==> src/pkg/arb_pkg.sv <==
// package of constants and carrier types for the controller memory arbiter
package arb_pkg;
  localparam int NUM_CTRL = 4;
  // cache timing states, counted in 30 ns time steps (STEP_CYC clock cycles each) of the cache sequence
  localparam int TIME_STEP_NS = 30;
  localparam int CLK_NS = 20;
  localparam logic [3:0] T30_STATE = 4'h1;
  localparam logic [3:0] T120_STATE = 4'h4;
  localparam logic [3:0] T150_STATE = 4'h5;
  localparam logic [3:0] SEQ_LAST = 4'h9;
  // step length in cycles, least time rounded up
  localparam int STEP_CYC_I = (TIME_STEP_NS + CLK_NS - 1) / CLK_NS;
  localparam logic [3:0] STEP_CYC = STEP_CYC_I[3:0];
  // controller indices
  localparam logic [1:0] CTRL_A = 2'h0;
  localparam logic [1:0] CTRL_B = 2'h1;
  localparam logic [1:0] CTRL_C = 2'h2;
  localparam logic [1:0] CTRL_D = 2'h3;

  typedef enum logic [1:0] {
    SEQ_IDLE = 2'b00,
    SEQ_RUN  = 2'b01,
    SEQ_DONE = 2'b11
  } seq_state_t;

  // priority history flags
  typedef struct packed {
    logic pairOrderRecent;   // lower_pair_recent_flag
    logic lowerRecent;       // fourth_unit_recent_flag
    logic upperRecent;       // second_unit_recent_flag
  } history_t;

  // priority options, one per alternation
  typedef struct packed {
    logic pairOrderFixed;
    logic lowerPairFixed;
    logic upperPairFixed;
  } options_t;

  // per-controller cycle request carrier
  typedef struct packed {
    logic [NUM_CTRL-1:0] req;
    logic [NUM_CTRL-1:0] isRead;
    logic [NUM_CTRL-1:0] readPause;
    logic [NUM_CTRL-1:0] writeStart;
  } ctrl_req_t;
endpackage : arb_pkg

==> src/verilog/storage_controller_memory_arbiter.sv <==
// arbiter steering four storage bus controllers onto the cache memory cycle
// Behaviour
// - combined request latches four requests and raises address select
// - at T30 select output latch loads, data select driven to winner
// - at T120 priority history loads current selection; later choices use it
// - earliest arriving request is served first, like a lone request
// - request still pending: input latch reloads at T150 falling strobe
// - options clear: alternate A/B, C/D, and pair AB versus pair CD
// - history holds B-last, D-last and C-or-D-last flags
// - each option forces its history flag true while that option is set
// - all options set gives fixed order A, B, C, D
// - record outstanding reads, route data-ready only to its reader
// - two controller reads may be stacked on the memory bus
// - acknowledging a read at T30 sets that pending-read marker
// - no read in progress: pending read sets in-progress marker at once
// - second read waits, takes over when first data-ready ends
// - stacked read flag blocks third read, holds off timeout permit
// - during read-pause then write, other requests ignored until write
// - all eight option combinations, each fixing its left side
`timescale 1ns/1ns
`default_nettype none
module storage_controller_memory_arbiter
  import arb_pkg::*;
#(
  parameter int NUM = arb_pkg::NUM_CTRL
) (
  input  wire logic                clk,
  input  wire logic                sys_rst,
  input  wire arb_pkg::ctrl_req_t  ctrlReq,
  input  wire arb_pkg::options_t   options,
  input  wire logic                memDataReady,
  output logic [NUM-1:0]           addressSelectStrobe,
  output logic [NUM-1:0]           dataSelectStrobe,
  output logic [NUM-1:0]           routedDataReady,
  output logic                     combinedControllerRequest,
  output logic                     requestAcknowledge,
  output logic                     readOutstandingIndication,
  output logic                     stackedReadFlag,
  output logic                     timeoutPermit,
  output arb_pkg::history_t        history
);
  import arb_pkg::*;

  // refuse any controller count the steering logic cannot serve
  if (NUM != NUM_CTRL) begin : gNumCheck
    $error("arbiter serves exactly four controllers");
  end

  // ------------------------------------------------------------
  // input synchronisers
  // ------------------------------------------------------------
  ctrl_req_t reqMeta;
  ctrl_req_t reqSync;
  logic      rdyMeta;
  logic      rdySync;
  logic      rdyLast;

  // two flops on the request and data-ready pin inputs; options is not synchronised
  always_ff @(posedge clk or posedge sys_rst) begin
    if (sys_rst) begin
      reqMeta <= '0;
      reqSync <= '0;
      rdyMeta <= 1'b0;
      rdySync <= 1'b0;
      rdyLast <= 1'b0;
    end else begin
      reqMeta <= ctrlReq;
      reqSync <= reqMeta;
      rdyMeta <= memDataReady;
      rdySync <= rdyMeta;
      rdyLast <= rdySync;
    end
  end

  // ------------------------------------------------------------
  // request blocking and combined request
  // ------------------------------------------------------------
  logic [NUM-1:0] pauseOwner;
  logic [NUM-1:0] liveReq;
  logic [NUM-1:0] pendRead;
  logic [NUM-1:0] inProg;
  logic [NUM-1:0] latchIn;

  // read-pause owner locks out the others until its write begins
  always_ff @(posedge clk or posedge sys_rst) begin
    if (sys_rst) begin
      pauseOwner <= '0;
    end else if ((pauseOwner & reqSync.writeStart) != '0) begin
      pauseOwner <= '0;
    end else if (pauseOwner == '0) begin
      pauseOwner <= reqSync.readPause & addressSelectStrobe;
    end
  end

  // third read blocked while two are stacked
  always_comb begin
    liveReq = reqSync.req;
    if (pauseOwner != '0) begin
      liveReq = reqSync.req & pauseOwner;
    end
    if (stackedReadFlag) begin
      liveReq = liveReq & ~reqSync.isRead;
    end
  end

  assign combinedControllerRequest = (liveReq != '0);

  // ------------------------------------------------------------
  // cache timing sequence
  // ------------------------------------------------------------
  seq_state_t     seqState;
  logic [3:0]     tState;
  logic [3:0]     stepCnt;
  logic           stepTick;

  assign stepTick = (stepCnt == STEP_CYC - 4'h1);

  // timing state counter, one state per step
  always_ff @(posedge clk or posedge sys_rst) begin
    if (sys_rst) begin
      seqState <= SEQ_IDLE;
      tState   <= '0;
      stepCnt  <= '0;
    end else begin
      case (seqState)
        SEQ_IDLE: begin
          stepCnt <= '0;
          tState  <= '0;
          if (latchIn != '0) begin
            seqState <= SEQ_RUN;
          end
        end
        SEQ_RUN: begin
          stepCnt <= stepTick ? 4'h0 : stepCnt + 4'h1;
          if (stepTick) begin
            tState <= tState + 4'h1;
            if (tState == SEQ_LAST) begin
              seqState <= SEQ_DONE;
            end
          end
        end
        SEQ_DONE: begin
          seqState <= SEQ_IDLE;
        end
        default: seqState <= SEQ_IDLE;
      endcase
    end
  end

  logic atT30;
  logic atT120;
  logic atT150;
  assign atT30  = (seqState == SEQ_RUN) && stepTick && (tState == T30_STATE);
  assign atT120 = (seqState == SEQ_RUN) && stepTick && (tState == T120_STATE);
  assign atT150 = (seqState == SEQ_RUN) && stepTick && (tState == T150_STATE);

  // ------------------------------------------------------------
  // input latch and priority choice
  // ------------------------------------------------------------
  logic [NUM-1:0] winner;
  logic [NUM-1:0] selOut;
  history_t       histReg;
  logic           upperWin;
  logic [NUM-1:0] eff;

  // first arrival latched alone; pending ones reloaded at T150
  always_ff @(posedge clk or posedge sys_rst) begin
    if (sys_rst) begin
      latchIn <= '0;
    end else if (seqState == SEQ_IDLE && latchIn == '0) begin
      latchIn <= liveReq;
    end else if (atT150) begin
      latchIn <= combinedControllerRequest ? liveReq : '0;
    end
  end

  // options force their flags true
  assign history.upperRecent     = histReg.upperRecent
                                   | options.upperPairFixed;
  assign history.lowerRecent     = histReg.lowerRecent
                                   | options.lowerPairFixed;
  assign history.pairOrderRecent = histReg.pairOrderRecent
                                   | options.pairOrderFixed;

  // alternations: flag true means left side goes next
  always_comb begin
    eff      = latchIn;
    winner   = '0;
    upperWin = (eff[CTRL_A] | eff[CTRL_B])
               & (history.pairOrderRecent | ~(eff[CTRL_C] | eff[CTRL_D]));
    if (upperWin) begin
      if (eff[CTRL_A] && (history.upperRecent || !eff[CTRL_B])) begin
        winner[CTRL_A] = 1'b1;
      end else begin
        winner[CTRL_B] = 1'b1;
      end
    end else if (eff[CTRL_C] | eff[CTRL_D]) begin
      if (eff[CTRL_C] && (history.lowerRecent || !eff[CTRL_D])) begin
        winner[CTRL_C] = 1'b1;
      end else begin
        winner[CTRL_D] = 1'b1; // falls out with all flags forced
      end
    end
  end

  assign addressSelectStrobe = (seqState == SEQ_RUN) ? winner : '0;

  // select output latch loaded at T30, cleared after sequence
  always_ff @(posedge clk or posedge sys_rst) begin
    if (sys_rst) begin
      selOut <= '0;
    end else if (atT30) begin
      selOut <= winner;
    end else if (seqState == SEQ_DONE) begin
      selOut <= '0;
    end
  end

  assign dataSelectStrobe   = selOut;
  assign requestAcknowledge = atT30;

  // history update from current selection at T120
  always_ff @(posedge clk or posedge sys_rst) begin
    if (sys_rst) begin
      histReg <= '0;
    end else if (atT120) begin
      if (selOut[CTRL_A]) histReg.upperRecent <= 1'b0;
      if (selOut[CTRL_B]) histReg.upperRecent <= 1'b1;
      if (selOut[CTRL_C]) histReg.lowerRecent <= 1'b0;
      if (selOut[CTRL_D]) histReg.lowerRecent <= 1'b1;
      if (selOut[CTRL_A] | selOut[CTRL_B]) histReg.pairOrderRecent <= 1'b0;
      if (selOut[CTRL_C] | selOut[CTRL_D]) histReg.pairOrderRecent <= 1'b1;
    end
  end

  // ------------------------------------------------------------
  // data-ready tracking of stacked reads
  // ------------------------------------------------------------
  logic rdyEnd;
  assign rdyEnd = rdyLast & ~rdySync;

  genvar g;
  generate
    for (g = 0; g < NUM; g++) begin : gRead
      // pending marker set on acknowledge, cleared when its read ends
      always_ff @(posedge clk or posedge sys_rst) begin
        if (sys_rst) begin
          pendRead[g] <= 1'b0;
        end else if (atT30 && winner[g] && reqSync.isRead[g]) begin
          pendRead[g] <= 1'b1;
        end else if (rdyEnd && inProg[g]) begin
          pendRead[g] <= 1'b0;
        end
      end
      // in-progress marker; waiting reader takes over after data-ready
      always_ff @(posedge clk or posedge sys_rst) begin
        if (sys_rst) begin
          inProg[g] <= 1'b0;
        end else if (rdyEnd && inProg[g]) begin
          inProg[g] <= 1'b0;
        end else if (pendRead[g] && inProg == '0) begin
          inProg[g] <= 1'b1;
        end
      end
      assign routedDataReady[g] = rdySync & inProg[g];
    end
  endgenerate

  assign readOutstandingIndication = (inProg != '0);
  assign stackedReadFlag = ((pendRead & ~inProg) != '0);
  assign timeoutPermit   = ~stackedReadFlag;

endmodule : storage_controller_memory_arbiter
`default_nettype wire

==> config.mk <==
export PLATFORM = sky130hd
export DESIGN_NAME = storage_controller_memory_arbiter
export DESIGN_NICKNAME = d
export VERILOG_FILES = /design/src/pkg/arb_pkg.sv /design/src/verilog/storage_controller_memory_arbiter.sv
export SDC_FILE = /design/constraint.sdc
export NUM_CORES = 1
export LEC_CHECK = 0
export BUFFER_PORTS_ARGS = -buffer_cell sky130_fd_sc_hd__buf_2
export CORE_MARGIN = 3
export CORE_UTILIZATION = 59
export DETAILED_ROUTE_END_ITERATION = 8
export PLACE_DENSITY = 0.91
export SLEW_MARGIN = 20
export SYNTH_ARGS = -nofsm -noshare
export SYNTH_HDL_FRONTEND = slang
export SYNTH_SLANG_ARGS = --single-unit
==> constraint.sdc <==
create_clock -name clk -period 4.9 [get_ports clk]
set_clock_uncertainty 0.1 [all_clocks]
set_input_delay 0.245 -clock clk [delete_from_list [all_inputs] [get_ports clk]]
set_output_delay 0.245 -clock clk [all_outputs]
set_load 0.01 [all_outputs]
==> results of run 1 <==
==> flip-flops by register name (all words and copies together) (netlist names) <==
register,count
reqMeta,16
reqSync,16
dataSelectStrobe,4
eff,4
inProg,4
pauseOwner,4
pendRead,4
stepCnt,4
tState,4
histReg,3
seqState,2
rdyLast,1
rdyMeta,1
rdySync,1
==> cells by family after synthesis <==
| logic type | count (synthesis) |
|---|---|
| and+or+nand+nor | 77 |
| muxes | 4 |
| adders and majority gates | 5 |
| DFF | 68 |
| AOI/OAI and AO/OA | 53 |
| buffers and inverters | 20 |
| xor gates and xnor gates | 2 |
==> timing repair <==
action | in CTS | in global routing
endpoints found under the hold margin | 17 | 0
buffers inserted | 0 | 0
hold buffers | 17 | 0
==> how the worst min path moves through the flow <==
| stage | cells after the start | slack [ns] | to |
|---|---|---|---|
| after global routing | 3 | 0.12 | reqMeta[11]$_DFF_PP0_ |
| after CTS | 3 | 0.05 | reqMeta[9]$_DFF_PP0_ |
| final | 3 | 0.05 | reqMeta[11]$_DFF_PP0_ |
| after floorplan | 0 | 0.18 | rdyMeta$_DFF_PP0_ |
| after detailed placement | 0 | 0.23 | reqSync[12]$_DFF_PP0_ |
| after global placement | 0 | 0.23 | reqSync[2]$_DFF_PP0_ |
==> routing by layer <==
metal  wire length, microns  part of all wire  up-vias  global-route usage
met5                      0                 0        -                   0
li1                       -                 -      919                   -
met4                    155             0.029        0              0.1209
met2                   2691              0.50       94              0.3774
met3                    392             0.072       20             0.06977
met1                   2185              0.40      906              0.2648
==> per-stage QoR <==
| step | hold slack [ns] | setup slack (ns) | power (uW) |
|---|---|---|---|
| after floorplan | 0.1764 | 2.843 | 1123 |
| after global placement | 0.2318 | 2.717 | 1273 |
| after detailed placement | 0.2347 | 2.646 | 1305 |
| after CTS | 0.05485 | 2.276 | 1841 |
| after global routing | 0.1205 | 2.167 | 1954 |
| final | 0.04539 | 2.277 | 1842 |
==> cell usage in the layout (no fill, tap or decap), types with 2 or more instances in the layout <==
master / netlist / final
sky130_fd_sc_hd__a21oi_1: 8 / 8
sky130_fd_sc_hd__a22o_1: 3 / 3
sky130_fd_sc_hd__a22oi_1: 3 / 3
sky130_fd_sc_hd__a31o_2: 2 / 2
sky130_fd_sc_hd__a31oi_1: 4 / 4
sky130_fd_sc_hd__and2_1: 8 / 8
sky130_fd_sc_hd__and3_1: 2 / 2
sky130_fd_sc_hd__buf_2: 0 / 41
sky130_fd_sc_hd__bufinv_16: 0 / 2
sky130_fd_sc_hd__clkbuf_8: 0 / 10
sky130_fd_sc_hd__dfrtp_1: 68 / 68
sky130_fd_sc_hd__dlygate4sd3_1: 0 / 17
sky130_fd_sc_hd__ha_1: 5 / 5
sky130_fd_sc_hd__inv_1: 15 / 14
sky130_fd_sc_hd__inv_6: 0 / 2
sky130_fd_sc_hd__mux2_2: 4 / 4
sky130_fd_sc_hd__nand2_1: 26 / 26
sky130_fd_sc_hd__nand3_1: 2 / 2
sky130_fd_sc_hd__nor2_1: 11 / 11
sky130_fd_sc_hd__nor2b_1: 6 / 6
sky130_fd_sc_hd__nor3_1: 6 / 6
sky130_fd_sc_hd__o21ai_0: 20 / 20
sky130_fd_sc_hd__o22ai_1: 3 / 3
sky130_fd_sc_hd__o31ai_1: 2 / 2
sky130_fd_sc_hd__or3_1: 2 / 2
==> power groups by stage <==
stage	logic (uW)	registers (uW)	clock network (uW)
6_report	523	791	527
5_1_grt	586	809	559
4_1_cts	521	789	531
3_5_place_dp	506	799	0
3_3_place_gp	484	789	0
2_1_floorplan	362	762	0
==> worst max-delay path, delay by kind of cell (launching register included) <==
family	cells	cell delay [ns]
fa+ha+maj	1	0.13
simple gates	3	1.10
buf+inv	2	0.30
flops	1	0.42
==> final cells by class <==
class / instances / area, sq um
Timing Repair Buffer: 59 / 382.9
Sequential cell: 68 / 1702
Clock buffer: 10 / 137.6
Fill cell: 244 / 859.6
Multi-Input combinational cell: 141 / 878.3
Inverter: 15 / 56.30
Clock inverter: 6 / 93.84
Tap cell: 50 / 62.56
==> metrics.cfg, run 1 <==
[setup_path]
endpoint=requestAcknowledge
crit_start_category=flop
setup.worst_path.start=stepCnt[1]$_DFFE_PP0P_
arrival_ns=2.28
required_ns=4.55
worstSetupPathType=reg2out
reg2reg_to=pendRead[3]$_DFFE_PP0P_
cell_count_of_the_worst_reg_to_reg_path=6
r2r_setup_slack_ns=2.77
chain_of_cells_forming_the_critical_path=inv_1 -> ha_1 -> or3b_4 -> or2_4 -> nor3_4 -> buf_2
timing.critical_path.slowest_cell_delay_ns=0.42
critical-path-slowest-cell=sky130_fd_sc_hd__dfrtp_1
timing.critical_path.to_type=primary output
critical_path_peak_fanout=13
regToRegStartpoint=stepCnt[1]$_DFFE_PP0P_

[power]
power.density_cell_area_nw_per_um2=555.9
netSwitchingPower_uw=634.4
p_sw_frac=0.3445
pwr-share-seq=0.429
power.internal_uw=1207
power.clock.fraction=0.286
total_leakage_power_uw=0.001574
power_share_of_the_combinational_group=0.284
irDropWorstVdd_uv=516.6

[place]
instance_count_after_placement_with_tap_cells_included=316
place.detailed.hpwl_mm=3.417
postPlaceCellArea_sq_um=2912
place_congestion=0.8795
port_buffers=41

[route]
detailroute.via_count=1939
vias_per_cell=5.556
detail_route.first_pass.iterations=4
wl_per_cell_microns=15.55
route.antenna.remaining_nets=0
drt_wl_total_mm=5.426
drc_errors=0
drtIter0Drc=152

[synth]
synthArstFlopShare=1.000
synth_edf_count=0
ys_top_cells_by_count=68 x sky130_fd_sc_hd__dfrtp_1, 26 x sky130_fd_sc_hd__nand2_1, 20 x sky130_fd_sc_hd__o21ai_0
post_synth_main_area_contributors=sky130_fd_sc_hd__dfrtp_1 64%, sky130_fd_sc_hd__o21ai_0 3.7%, sky130_fd_sc_hd__nand2_1 3.7%
synth_area_sq_um=2670
syn-num-nets=256
dominant_combinational_cell_family_by_area_after_synthesis=simple AND/OR/NAND/NOR gates
muxShareOfSynthArea=0.01687
synth_sequential_area_ratio=0.6373
synth-xor-area-share=0.006560
synth_fa_ha_area_frac=0.02343
synth_cells=229
most_repeated_cell_in_the_gate_level_netlist_after_synthesis=sky130_fd_sc_hd__dfrtp_1
synth_top_cell_by_area=sky130_fd_sc_hd__dfrtp_1
yosys.area_share.simple=0.1560
synth_compound_gate_area_share=0.1261
yosys_register_bits=68
synth_top_flop_cell=sky130_fd_sc_hd__dfrtp_1
synth_area_per_cell_sq_um=11.66
synthesis_warnings=0
synth.top_cell.area_share=0.6373
netlist-cell-type-count=46

[clock_tree]
cts.clk_slew.worst_paths_ns=0.08
post_cts_resize_count=0
ctsHtreeMaxLevel=3
clkSinkCount=68
clkLatencyLatePin_ns=0.34
numCtsBuffers=9
cts_root_buf=sky130_fd_sc_hd__clkbuf_8
tritoncts_clock_tree=yes
maximum_clock_path_buffer_count=2

[layout]
final_util=0.7940
finish.net_count=321
layoutNonFillerInstCount=349
drive_above_1_share=0.2475
n_antenna_cell=0
layout-area-overhead-vs-synth_pct=24.09
final_design_area_no_fill_sq_um=3313

[floorplanning]
die_height_microns=73.27
die_w_microns=73.27
floorplan.rows=23
initial_core_utilization=0.6399
die-area_sq_um=5368
core_area_sq_um=4173
pin_count=42

[timing]
highest_clock_rate_mhz=381.3
timing.final.hold_violations=0
final_min_period_over_clock_period=0.5353
relSlewSlack=0.4712
rsz0062_at_grt=no
final-max-slew-violation-count=0
final-setup-viol-count=0
totalNegativeSetupSlack_ns=0
max_slew.worst_pin.slew_ns=0.7932
layout_min_cycle_time_ns=2.623

[grt]
maximum_number_of_pins_on_one_net_before_global_route_repair=69
grt_pass1_vias=1940
grt_first_pass_wirelength_mm=8.825
grt_use_total=0.2277
grt_remaining_overflow=0
antenna_found_initial=0

[status]
outcome=finished, final reports clean

[run]
cap_viol_max_count=0

[hold_path]
hold_path_class=in2async

No activity file was read; power rests on OpenSTA's default activity.
==> run 2, diff against run 1 <==
--- a/config.mk
+++ b/config.mk
@@ -5,11 +5,12 @@
 export SDC_FILE = /design/constraint.sdc
 export NUM_CORES = 1
 export LEC_CHECK = 0
+export ABC_AREA = 1
 export BUFFER_PORTS_ARGS = -buffer_cell sky130_fd_sc_hd__buf_2
 export CORE_MARGIN = 3
-export CORE_UTILIZATION = 59
+export CORE_UTILIZATION = 50
 export DETAILED_ROUTE_END_ITERATION = 8
-export PLACE_DENSITY = 0.91
+export PLACE_DENSITY = 0.82
 export SLEW_MARGIN = 20
 export SYNTH_ARGS = -nofsm -noshare
 export SYNTH_HDL_FRONTEND = slang
==> constraint.sdc (replaced) <==
create_clock -name clk -period 2.2 [get_ports clk]
set_clock_uncertainty 0.1 [all_clocks]
set_input_delay 0.11 -clock clk [delete_from_list [all_inputs] [get_ports clk]]
set_output_delay 0.11 -clock clk [all_outputs]
set_load 0.01 [all_outputs]
==> metrics.cfg, run 2 <==
[route]
wl_per_cell_microns=12.24  ; -21%
vias_per_cell=4.844  ; -13%
drc_errors=0  ; unchanged
drtIter0Drc=95  ; -38%
detail_route.first_pass.iterations=5  ; +1
route.antenna.remaining_nets=0  ; unchanged
detailroute.via_count=2049  ; +5.7%
drt_wl_total_mm=5.179  ; -4.6%

[synth]
yosys.area_share.simple=0.2111  ; +0.05504
most_repeated_cell_in_the_gate_level_netlist_after_synthesis=sky130_fd_sc_hd__dfrtp_1
synth_top_cell_by_area=sky130_fd_sc_hd__dfrtp_1
synth_top_flop_cell=sky130_fd_sc_hd__dfrtp_1
synth-xor-area-share=0.01282  ; +0.006260
synth_fa_ha_area_frac=0.02289  ; -0.0005364
synth_area_per_cell_sq_um=9.865  ; -15%
synth.top_cell.area_share=0.6227  ; -0.01459
synth_edf_count=0  ; unchanged
synth_cells=277  ; +21%
muxShareOfSynthArea=0  ; -0.01687
yosys_register_bits=68  ; unchanged
synthArstFlopShare=1.000  ; unchanged
post_synth_main_area_contributors=sky130_fd_sc_hd__dfrtp_1 62%, sky130_fd_sc_hd__nand2_1 8.2%, sky130_fd_sc_hd__inv_1 6.5%
synthesis_warnings=0  ; unchanged
synth_sequential_area_ratio=0.6227  ; -0.01459
syn-num-nets=304  ; +19%
synth_compound_gate_area_share=0.05907  ; -0.06699
synth_area_sq_um=2733  ; +2.3%
ys_top_cells_by_count=68 x sky130_fd_sc_hd__dfrtp_1, 60 x sky130_fd_sc_hd__nand2_1, 47 x sky130_fd_sc_hd__inv_1
netlist-cell-type-count=23  ; -50%
dominant_combinational_cell_family_by_area_after_synthesis=simple AND/OR/NAND/NOR gates

[grt]
grt_use_total=0.1887  ; -0.03900
grt_pass1_vias=2047  ; +5.5%
antenna_found_initial=0  ; unchanged
maximum_number_of_pins_on_one_net_before_global_route_repair=69  ; unchanged
grt_first_pass_wirelength_mm=8.997  ; +1.9%
grt_remaining_overflow=0  ; unchanged

[hold_path]
min_path_cells=6
hold_path.startpoint=options[1]
hold_path_class=in2reg
whs_endpoint=pauseOwner[3]$_DFFE_PP0P_

[timing]
rsz0062_at_grt=no
highest_clock_rate_mhz=511.5
postLayoutSetupSlackWorst_ns=0.2451  ; -2.032 ns
final_min_period_over_clock_period=0.8886
timing.final.hold_violations=0  ; unchanged
totalNegativeSetupSlack_ns=0  ; unchanged
max_slew.worst_pin.slew_ns=0.3478  ; -0.4454 ns
relSlewSlack=0.7681  ; +0.2969
layout_min_cycle_time_ns=1.955
final-max-slew-violation-count=0  ; unchanged
final-setup-viol-count=0  ; unchanged

[setup_path]
crit_start_category=flop
timing.critical_path.to_type=primary output
critical_path.n_buffers_inverters=3  ; +1
required_ns=1.99  ; -2.56 ns
regToRegStartpoint=stepCnt[1]$_DFFE_PP0P_
arrival_ns=1.74  ; -0.54 ns
largest_delay_contributor_family_on_the_critical_path=simple AND/OR/NAND/NOR gates
timing.critical_path.mode_cell=sky130_fd_sc_hd__nor2_8
r2r_setup_slack_ns=0.58  ; -2.19 ns
chain_of_cells_forming_the_critical_path=inv_1 -> ha_1 -> nand3_2 -> nor2_8 -> inv_6 -> nor2_8 -> buf_2
timing.critical_path.slowest_cell_delay_ns=0.41  ; about the same
critical_path_peak_fanout=10  ; -3
critical-path-slowest-cell=sky130_fd_sc_hd__dfrtp_1
cell_count_of_the_worst_reg_to_reg_path=9  ; +3
reg2reg_to=dataSelectStrobe[3]$_DFFE_PP0P_
worstSetupPathType=reg2out

[layout]
layoutNonFillerInstCount=423  ; +21%
fillers=419  ; +72%
n_antenna_cell=0  ; unchanged
drive_above_1_share=0.1898  ; -0.05769
finish.net_count=375  ; +17%
final_util=0.6587  ; -0.1353
largestRegisters=reqMeta: 16 flops, reqSync: 16 flops
layout-area-overhead-vs-synth_pct=25.46
final_design_area_no_fill_sq_um=3428  ; +3.5%
most-common-layout-cells=68 x sky130_fd_sc_hd__dfrtp_1, 60 x sky130_fd_sc_hd__nand2_1, 46 x sky130_fd_sc_hd__inv_1
leading_cell_type_in_the_layout_fill_and_taps_excluded=sky130_fd_sc_hd__dfrtp_1

[clock_tree]
maximum_clock_path_buffer_count=2  ; unchanged
numCtsBuffers=9  ; unchanged
tritoncts_clock_tree=yes
cts_root_buf=sky130_fd_sc_hd__clkbuf_8
clkLatencyLatePin_ns=0.34  ; about the same
cts.clk_slew.worst_paths_ns=0.07  ; about the same
ctsHtreeMaxLevel=3  ; unchanged
clkSinkCount=68  ; unchanged
post_cts_resize_count=0  ; unchanged

[floorplanning]
die-area_sq_um=6388  ; +19%
die_w_microns=79.93  ; +9.1%
die_height_microns=79.93  ; +9.1%
pin_count=42  ; unchanged
floorplan.rows=26  ; +13%
initial_core_utilization=0.5250  ; -0.1149
core_area_sq_um=5205  ; +25%

[place]
postPlaceCellArea_sq_um=3045  ; +4.6%
instance_count_after_placement_with_tap_cells_included=389  ; +23%
place.detailed.hpwl_mm=3.675  ; +7.5%
place_congestion=0.8776  ; -0.22%
dp_slack_ns=0.5921  ; -2.054 ns
port_buffers=41  ; unchanged

[power]
power.density_cell_area_nw_per_um2=1183  ; +110%
irDropWorstVdd_uv=574.9  ; +11%
total_leakage_power_uw=0.001798  ; +14%

[run]
cap_viol_max_count=0  ; unchanged

[status]
outcome=finished, final reports clean

run 2: layer usage:
| layer | share of wire | wire length [microns] | global-route usage | vias up |
|---|---|---|---|---|
| met3 | 0.057 | 295 | 0.07111 | 6 |
| met4 | 0.013 | 69 | 0.07264 | 0 |
| li1 | - | - | - | 1020 |
| met5 | 0 | 0 | 0 | - |
| met2 | 0.49 | 2529 | 0.3022 | 51 |
| met1 | 0.44 | 2285 | 0.2311 | 972 |
run 2: repair_timing:
item                                   CTS  global route
hold buffers                            18             0
setup endpoints to repair                0             0
endpoints found under the hold margin   85             0
buffers inserted                         0             0
run 2: report_power, final:
part,internal (uW),total [uW],switching (uW)
clock network,581,1020,440
registers,1510,1710,195
logic,483,1330,842
run 2: how the worst max path moves through the flow:
stage                                    startpoint                               to  slack [ns]  depth (start not counted)
after detailed placement     stepCnt[1]$_DFFE_PP0P_  dataSelectStrobe[0]$_DFFE_PP0P_        0.59                          9
after floorplan                             sys_rst  dataSelectStrobe[0]$_DFFE_PP0P_        0.28                          1
after global routing      pauseOwner[0]$_DFFE_PP0P_        combinedControllerRequest        0.03                          8
after global placement       stepCnt[1]$_DFFE_PP0P_               requestAcknowledge        0.68                          7
after CTS                    stepCnt[1]$_DFFE_PP0P_               requestAcknowledge        0.23                          7
final                        stepCnt[1]$_DFFE_PP0P_               requestAcknowledge        0.25                          7
run 2: cell families after synthesis:
logic type,count (synthesis)
xor gates and xnor gates,4
and+or+nand+nor,122
AOI/OAI and AO/OA,28
DFF,68
adders and majority gates,5
buffers and inverters,50
run 2: layout make-up:
class                   instances  area [sq um]  share of cell area
multi-input cells             159         835.8              0.2438
repair buffers                 60         405.4              0.1182
flip-flops and latches         68          1702              0.4963
inverters                      50         195.2             0.05693
clock buffers                  12         155.1             0.04526
clock inverters                 4         47.55             0.01387
well taps                      70         87.58             0.02555
run 2: through the flow:
stage	total power, uW	hold slack (ns)
finish	4055	0.1729
global route	4395	0.1621
CTS	4089	0.1439
detailed placement	3028	0.1108
global placement	2962	0.1041
floorplan	2588	0.04143
run 2: tightest hold or removal path: stages:
cell and delay [ns]:
sky130_fd_sc_hd__buf_2 0.07, sky130_fd_sc_hd__inv_1 0.03, sky130_fd_sc_hd__nand2_1 0.13, sky130_fd_sc_hd__a21oi_1 0.09, sky130_fd_sc_hd__nand4_1 0.08, sky130_fd_sc_hd__a21oi_1 0.06
